File: config.mk
export PLATFORM = sky130hd
export DESIGN_NAME = tpir_regs
export DESIGN_NICKNAME = d
export VERILOG_FILES = /design/src/tpir_pkg.sv /design/src/tpir_capture.sv /design/src/tpir_regs.sv
export SDC_FILE = /design/constraint.sdc
export NUM_CORES = 1
export LEC_CHECK = 0
export ABC_CLOCK_PERIOD_IN_PS = 4100
export BUFFER_PORTS_ARGS = -buffer_cell sky130_fd_sc_hd__buf_2
export CELL_PAD_IN_SITES_DETAIL_PLACEMENT = 0
export CELL_PAD_IN_SITES_GLOBAL_PLACEMENT = 1
export CORE_MARGIN = 5
export CORE_UTILIZATION = 40
export DETAILED_ROUTE_END_ITERATION = 12
export PLACE_DENSITY = 0.88
export SYNTH_ARGS = -nofsm -noshare
export SYNTH_HDL_FRONTEND = slang
export SYNTH_SLANG_ARGS = --single-unit
export TNS_END_PERCENT = 50
File: constraint.sdc
create_clock -name i_core_clk -period 4.1 [get_ports i_core_clk]
set_input_delay 0.205 -clock i_core_clk [delete_from_list [all_inputs] [get_ports i_core_clk]]
set_output_delay 0.205 -clock i_core_clk [all_outputs]
set_load 0.05 [all_outputs]
File: src/tpir_pkg.sv
`default_nettype none
package tpir_pkg;
    // Register word offsets (byte addresses, aligned words)
    localparam logic [11:0] ADDR_RDY_CTRL    = 12'hEF0;
    localparam logic [11:0] ADDR_DATA_SRC2   = 12'hEEC;
    localparam logic [11:0] ADDR_DATA_SRC1   = 12'hEFC;
    localparam logic [11:0] ADDR_VALID_RB    = 12'hEF8;
    localparam logic [11:0] ADDR_MODE_CTRL   = 12'hF00;
    localparam logic [11:0] ADDR_CAP_ID      = 12'hFC8;
    localparam logic [11:0] ADDR_TYPE_ID     = 12'hFCC;

    // Mode field codes
    localparam logic [1:0]  MODE_NORMAL      = 2'h0;
    localparam logic [1:0]  MODE_ITEST       = 2'h1;
    localparam logic [1:0]  MODE_IDATA       = 2'h2;
    localparam logic [1:0]  MODE_RESET       = 2'h0;

    // Capability field positions and values
    localparam int          CAP_NRZ_BIT      = 11;
    localparam int          CAP_MAN_BIT      = 10;
    localparam int          CAP_PAR_BIT      = 9;
    localparam int          CAP_BUF_LSB      = 6;
    localparam logic [2:0]  CAP_BUF_4B       = 3'h2;
    localparam int          CAP_ASYNC_BIT    = 5;
    localparam logic [4:0]  CAP_IN_ONE       = 5'h00;
    localparam logic [4:0]  CAP_IN_TWO       = 5'h01;

    // Data register field positions
    localparam int          DR_V2_BIT        = 29;
    localparam int          DR_C2_LSB        = 27;
    localparam int          DR_V1_BIT        = 26;
    localparam int          DR_C1_LSB        = 24;

    // Device type code, value is arbitrary
    localparam logic [7:0]  TYPE_CODE_DFLT   = 8'h5A;
endpackage
`default_nettype wire

File: src/tpir_capture.sv
`timescale 1ns/100ps
`default_nettype none
module tpir_capture (
    input  wire logic        i_core_clk,
    input  wire logic        i_sys_rst,
    input  wire logic        i_enable,
    input  wire logic        i_valid,
    input  wire logic [7:0]  i_data,
    input  wire logic        i_consume,
    output logic             o_ready,
    output logic [1:0]       o_count,
    output logic [23:0]      o_bytes
);
    logic [1:0]  cnt_ff;
    logic [23:0] buf_ff;

    // Accept while enabled and room left
    assign o_ready = i_enable && (cnt_ff != 2'h3);
    assign o_count = cnt_ff;
    assign o_bytes = buf_ff;

    // Byte store; consume empties it, a new byte in that cycle survives
    always_ff @(posedge i_core_clk) begin
        if (i_sys_rst) begin
            cnt_ff <= 2'h0;
            buf_ff <= 24'h000000;
        end else if (i_consume) begin
            cnt_ff <= (i_valid && o_ready) ? 2'h1 : 2'h0;
            buf_ff <= {16'h0000, (i_valid && o_ready) ? i_data : 8'h00};
        end else if (i_valid && o_ready) begin
            cnt_ff <= cnt_ff + 2'h1;
            buf_ff <= {buf_ff[15:0], i_data};
        end
    end
endmodule
`default_nettype wire

File: src/tpir_regs.sv
`timescale 1ns/100ps
`default_nettype none
module tpir_regs #(
    parameter bit         HAS_SRC1  = 1'b1,
    parameter logic [7:0] TYPE_CODE = tpir_pkg::TYPE_CODE_DFLT
) (
    input  wire logic        i_core_clk,
    input  wire logic        i_sys_rst,
    input  wire logic [11:0] i_addr,
    input  wire logic [31:0] i_wdata,
    input  wire logic        i_wr,
    input  wire logic        i_rd,
    output logic      [31:0] o_rdata,
    input  wire logic        i_trace_src1_valid,
    input  wire logic [7:0]  i_trace_src1_data,
    input  wire logic        i_trace_src2_valid,
    input  wire logic [7:0]  i_trace_src2_data,
    input  wire logic        i_func_ready1,
    input  wire logic        i_func_ready2,
    output logic             o_trace_src1_ready,
    output logic             o_trace_src2_ready,
    output logic             o_trace_out_en,
    output logic      [1:0]  o_mode
);
    import tpir_pkg::*;

    typedef enum logic [1:0] {TPIR_NORMAL, TPIR_ITEST, TPIR_IDATA} tpir_mode_t;

    ////////////////////////////////////////////////////////////////////
    logic [1:0]  mode_ff;
    logic        rdy_bit_ff;
    logic [31:0] rdata_ff;
    logic [31:0] nxt_rdata;
    tpir_mode_t  mode_sel;
    logic        cons1;
    logic        cons2;
    logic        cap_rdy1;
    logic        cap_rdy2;
    logic [1:0]  cnt1;
    logic [1:0]  cnt2;
    logic [23:0] byt1;
    logic [23:0] byt2;

    // Builds the shared data register word for either source
    function automatic logic [31:0] data_word(input logic [1:0] c,
                                              input logic [23:0] b);
        logic [31:0] w;
        w = 32'h00000000;
        w[DR_V2_BIT]            = i_trace_src2_valid;
        w[DR_C2_LSB +: 2]       = cnt2;
        w[DR_V1_BIT]            = i_trace_src1_valid;
        w[DR_C1_LSB +: 2]       = cnt1;
        w[23:0]                 = b;
        data_word = (c == 2'h0) ? {w[31:24], 24'h000000} : w;
    endfunction

    ////////////////////////////////////////////////////////////////////
    // Mode decode; reserved code falls back to normal
    // mode field decode
    always_comb begin
        case (mode_ff)
            MODE_ITEST: mode_sel = TPIR_ITEST;
            MODE_IDATA: mode_sel = TPIR_IDATA;
            MODE_NORMAL: mode_sel = TPIR_NORMAL;
            default:    mode_sel = TPIR_NORMAL;
        endcase
    end

    // Mode register
    always_ff @(posedge i_core_clk) begin
        if (i_sys_rst) begin
            mode_ff <= MODE_RESET;
        end else if (i_wr && i_addr == ADDR_MODE_CTRL) begin
            mode_ff <= i_wdata[1:0];
        end
    end

    // Ready control bit, writable in any mode, steers readies only in MODE_ITEST
    always_ff @(posedge i_core_clk) begin
        if (i_sys_rst) begin
            rdy_bit_ff <= 1'b0;
        end else if (i_wr && i_addr == ADDR_RDY_CTRL) begin
            rdy_bit_ff <= i_wdata[0];
        end
    end

    assign o_mode = mode_ff;

    assign o_trace_out_en = (mode_sel != TPIR_IDATA);

    ////////////////////////////////////////////////////////////////////
    // Ready steering per mode
    // forced ready drive
    always_comb begin
        case (mode_sel)
            TPIR_ITEST: begin
                o_trace_src1_ready = rdy_bit_ff;
                o_trace_src2_ready = rdy_bit_ff;
            end
            TPIR_IDATA: begin
                o_trace_src1_ready = cap_rdy1;
                o_trace_src2_ready = cap_rdy2;
            end
            default: begin
                o_trace_src1_ready = i_func_ready1;
                o_trace_src2_ready = i_func_ready2;
            end
        endcase
    end

    assign cons1 = i_rd && (i_addr == ADDR_DATA_SRC1);
    assign cons2 = i_rd && (i_addr == ADDR_DATA_SRC2);

    // Capture stages only run in data test mode, so bytes never leak in
    // Limitation: bytes held when the mode changes stay until read out
    tpir_capture u_cap1 (
        .i_core_clk (i_core_clk),
        .i_sys_rst  (i_sys_rst),
        .i_enable   (mode_sel == TPIR_IDATA),
        .i_valid    (i_trace_src1_valid),
        .i_data     (i_trace_src1_data),
        .i_consume  (cons1),
        .o_ready    (cap_rdy1),
        .o_count    (cnt1),
        .o_bytes    (byt1)
    );

    tpir_capture u_cap2 (
        .i_core_clk (i_core_clk),
        .i_sys_rst  (i_sys_rst),
        .i_enable   (mode_sel == TPIR_IDATA),
        .i_valid    (i_trace_src2_valid),
        .i_data     (i_trace_src2_data),
        .i_consume  (cons2),
        .o_ready    (cap_rdy2),
        .o_count    (cnt2),
        .o_bytes    (byt2)
    );

    ////////////////////////////////////////////////////////////////////
    // Read mux; unmapped addresses return zero
    always_comb begin
        nxt_rdata = 32'h00000000;
        case (i_addr)
            ADDR_VALID_RB:  nxt_rdata[0] = i_trace_src1_valid | i_trace_src2_valid;
            ADDR_MODE_CTRL: nxt_rdata[1:0] = mode_ff;
            ADDR_RDY_CTRL:  nxt_rdata[0] = rdy_bit_ff;
            ADDR_DATA_SRC1: nxt_rdata = data_word(cnt1, byt1);
            ADDR_DATA_SRC2: nxt_rdata = data_word(cnt2, byt2);
            ADDR_CAP_ID: begin
                nxt_rdata[CAP_NRZ_BIT] = 1'b1;
                nxt_rdata[CAP_MAN_BIT] = 1'b1;
                nxt_rdata[CAP_PAR_BIT] = 1'b0;
                nxt_rdata[CAP_BUF_LSB +: 3] = CAP_BUF_4B;
                nxt_rdata[CAP_ASYNC_BIT] = 1'b1;
                nxt_rdata[4:0] = HAS_SRC1 ? CAP_IN_TWO : CAP_IN_ONE;
            end
            ADDR_TYPE_ID:   nxt_rdata[7:0] = TYPE_CODE;
            default:        nxt_rdata = 32'h00000000;
        endcase
    end

    // Read data stands only in the cycle after the strobe
    // Zero between reads so a stale word is never taken for fresh data
    always_ff @(posedge i_core_clk) begin
        if (i_sys_rst) begin
            rdata_ff <= 32'h00000000;
        end else if (i_rd) begin
            rdata_ff <= nxt_rdata;
        end else begin
            rdata_ff <= 32'h00000000;
        end
    end

    assign o_rdata = rdata_ff;
endmodule
`default_nettype wire

==> qor.txt <==
Total Nets Final = 511
vias in the first global route = 2832
antenna violations before repair = 0
commonest cells in the synthesized netlist = sky130_fd_sc_hd__dfxtp_1, sky130_fd_sc_hd__nand2_1, sky130_fd_sc_hd__a21oi_1
row count = 33
worst hold stages = 2
total count of max-transition violations in the final report = 0
post-layout min period = 2.31 ns
min-delay worst type = input pin to register
wire length after detailed routing = 8890 um
sum of internal, switching and leakage power = 1.47 mW
count of pins on the block boundary = 105
hold_sp = i_trace_src1_data[0]
Fmax = 0.433 GHz
total number of vias = 2986
synthesized instance count = 376
top cell type by total area after synthesis = sky130_fd_sc_hd__dfxtp_1
Routed WL per cell = 16.2 um
register-to-register setup slack = 1.79 ns
fraction of final layout cells with drive strength greater than 1 = 21.7%
drt pass-1 iters = 5
Post-CTS Setup Repair Bufs = 0
total count of hold-check failures in the final report = 0
number of enable flip-flop cells after synthesis = 0
diode insertion count for antenna repair = 0
cell with the largest stage delay on the worst path = sky130_fd_sc_hd__a311oi_2
source-to-sink clock delay at the later pin of the worst-skew pair = 0.35 ns
total half-perimeter wirelength after legalization and detailed placement = 6100 um
aggregate global-route resource usage = 17.8%
sequential share of power = 56.3%
switching power share of the total = 23.1%
final setup violation count = 0
fraction of registers with async set or reset after synthesis = 0%
delay of the slowest critical-path stage = 0.74 ns
cells resized by post-CTS repair = 0
RD Place Congestion = 0.853
Num CTS Buffers = 9
most frequent cell after synthesis = sky130_fd_sc_hd__dfxtp_1
total of hold buffers inserted after clock tree synthesis = 0
DR DRC count = 0
top fanout value on the critical path = 18
Leakage Power = 1.50 nW
GR Overflow Total = 0
run status = finished, final reports clean
end point of the most critical hold path = u_cap1.o_bytes[0]
initial standard-cell utilization of the core = 40.9%
Yosys warnings = 0
Avg Cell Area, Syn = 8.94 um^2
clock network power share = 39.3%
die height = 102 um
family of cells with the greatest summed delay on the critical path = compound AO/OA/AOI/OAI gates
worst-case clock skew = 0.00859 ns
final core utilization = 47.8%
root buffer cell = sky130_fd_sc_hd__clkbuf_8
vias per inst = 5.46
relative slew slack = 29.5%
Final ANT Viol Nets = 0
die boundary width = 102 um
area of the mapped netlist = 3360 um^2
total negative slack = 0 ns
number of clock sinks = 85
final critical-path setup slack = 1.79 ns
top post-synthesis cells by area = sky130_fd_sc_hd__dfxtp_1, sky130_fd_sc_hd__nand2_1, sky130_fd_sc_hd__a21oi_1
count of buffers inserted at the top-level ports = 72
worst path buffer plus inverter count = 1
pin count of the biggest net entering global routing = 24
total of flip-flops plus latches after synthesis = 85
R2R cell count = 6
number of max-capacitance violations reported = 0
fraction of power consumed by combinational cells = 4.4%
top-area cell type share of the netlist area = 50.6%
internal power summed over all cells = 1.13 mW
clock tree from TritonCTS = yes
cell chain of the critical path = inv_1 > ha_1 > nor2b_1 > and2_1 > a311oi_2 > a22o_1
IR Drop Worst-Case VDD = 0.182 mV
Die ar. = 10300 um^2
endpoint of the lowest-slack register-to-register path = u_cap2.o_bytes[3]
number of H-tree branching levels = 3
initial detailed-routing violation count = 254
wire length of the first global-routing pass = 14200 um
critical path arrival = 2.60 ns
sequential-to-total area share from yosys stat = 50.6%
number of different library cells in the post-synthesis netlist = 43
actual transition at the worst max-transition pin = 1.06 ns
relative area change from synthesis to final layout = 16.8%
critical path launch point type = register
ratio of total power to cell area = 374 nW/um^2
total stage count of the critical path = 6
Req. time, crit path = 4.40 ns
worst slack, placed = 1.61 ns
CORE AREA = 8220 um^2
Period Utilization, post-route = 56.3%
critical path start-end classification = register to register
CTS Buffer Depth = 2
worst flop-to-flop path startpoint = o_mode[0]
switching power total = 338 uW
nature of the critical path endpoint = register
clock-pin slew of the registers on the worst-case setup and hold paths = 0.08 ns
unrepaired setup endpoints after global routing = no
commonest register cell after synthesis = sky130_fd_sc_hd__dfxtp_1
layout by cell type (no fill, tap or decap), drive strengths merged, types with 3 or more instances in the layout:
master  count
a21oi      41
a32oi      14
nand2      78
buf        74
nor2       28
nor2b       4
nand3       8
o41ai       3
a22o       17
o21ai      13
inv        10
dfxtp      85
nor3        3
nor4        5
clkinv      3
a22oi       8
ha          6
and3        3
clkbuf     12
layout make-up:
class	instances	area, um^2
Multi-Input combinational cell	257	1490
Clock buffer	12	135
Sequential cell	85	1700
Timing Repair Buffer	74	375
Tap cell	105	131
Fill cell	818	4290
Inverter	10	37.5
Clock inverter	4	48.8
power groups by stage:
stage	Sequential, mW	Clock [mW]	Combinational (mW)
6_report	0.825	0.576	0.0652
5_1_grt	0.825	0.624	0.0704
4_1_cts	0.825	0.578	0.0649
3_5_place_dp	0.844	0	0.0648
3_3_place_gp	0.844	0	0.0634
2_1_floorplan	0.844	0	0.0394
state kept, by name, summed over array words and instances (netlist names):
name,cells
u_cap1.o_bytes,24
o_mode,2
u_cap1.o_count,2
u_cap2.o_count,2
rdy_bit_ff,1
o_rdata,30
u_cap2.o_bytes,24
worst max-delay path by stage:
stage / from / end
detailed placement: i_addr[0] / o_rdata[11]
finish: o_mode[0] / u_cap2.o_bytes[3]
floorplan: o_mode[1] / o_trace_src1_ready
global route: o_mode[1] / u_cap2.o_bytes[2]
CTS: o_mode[1] / u_cap2.o_bytes[3]
global placement: i_addr[0] / o_rdata[11]
metal layers:
layer / vias up / GRT usage [%] / share of wire [%]
li1: 1438 / - / -
met1: 1437 / 23.2 / 44
met2: 101 / 29.1 / 48
met3: 10 / 4.27 / 6.9
met4: 0 / 5.93 / 1.7
met5: - / 0 / 0
worst register-to-register path, cell delays in order (launching register included):
cell,delay [ns]
sky130_fd_sc_hd__dfxtp_1,0.41
sky130_fd_sc_hd__inv_1,0.06
sky130_fd_sc_hd__ha_1,0.22
sky130_fd_sc_hd__nor2b_1,0.16
sky130_fd_sc_hd__and2_1,0.41
sky130_fd_sc_hd__a311oi_2,0.75
sky130_fd_sc_hd__a22o_1,0.23
cell families after synthesis:
kind of cell | share of synthesized area [%]
muxes | 0.298
AOI/OAI and AO/OA | 20.4
and+or+nand+nor | 20.7
other | 0.112
adders and majority gates | 2.23
DFF | 50.6
buffers and inverters | 5.10
xor gates and xnor gates | 0.521
through the flow:
step           cell area (um^2)  std cells  hold slack (ns)
2_1_floorplan              3360        377            0.338
3_3_place_gp               3740        531            0.421
3_5_place_dp               3740        531            0.424
4_1_cts                    3920        547           0.0576
5_1_grt                    3920        547           0.0445
6_report                   3920        547           0.0649
Power figures use the tool's default switching activity.
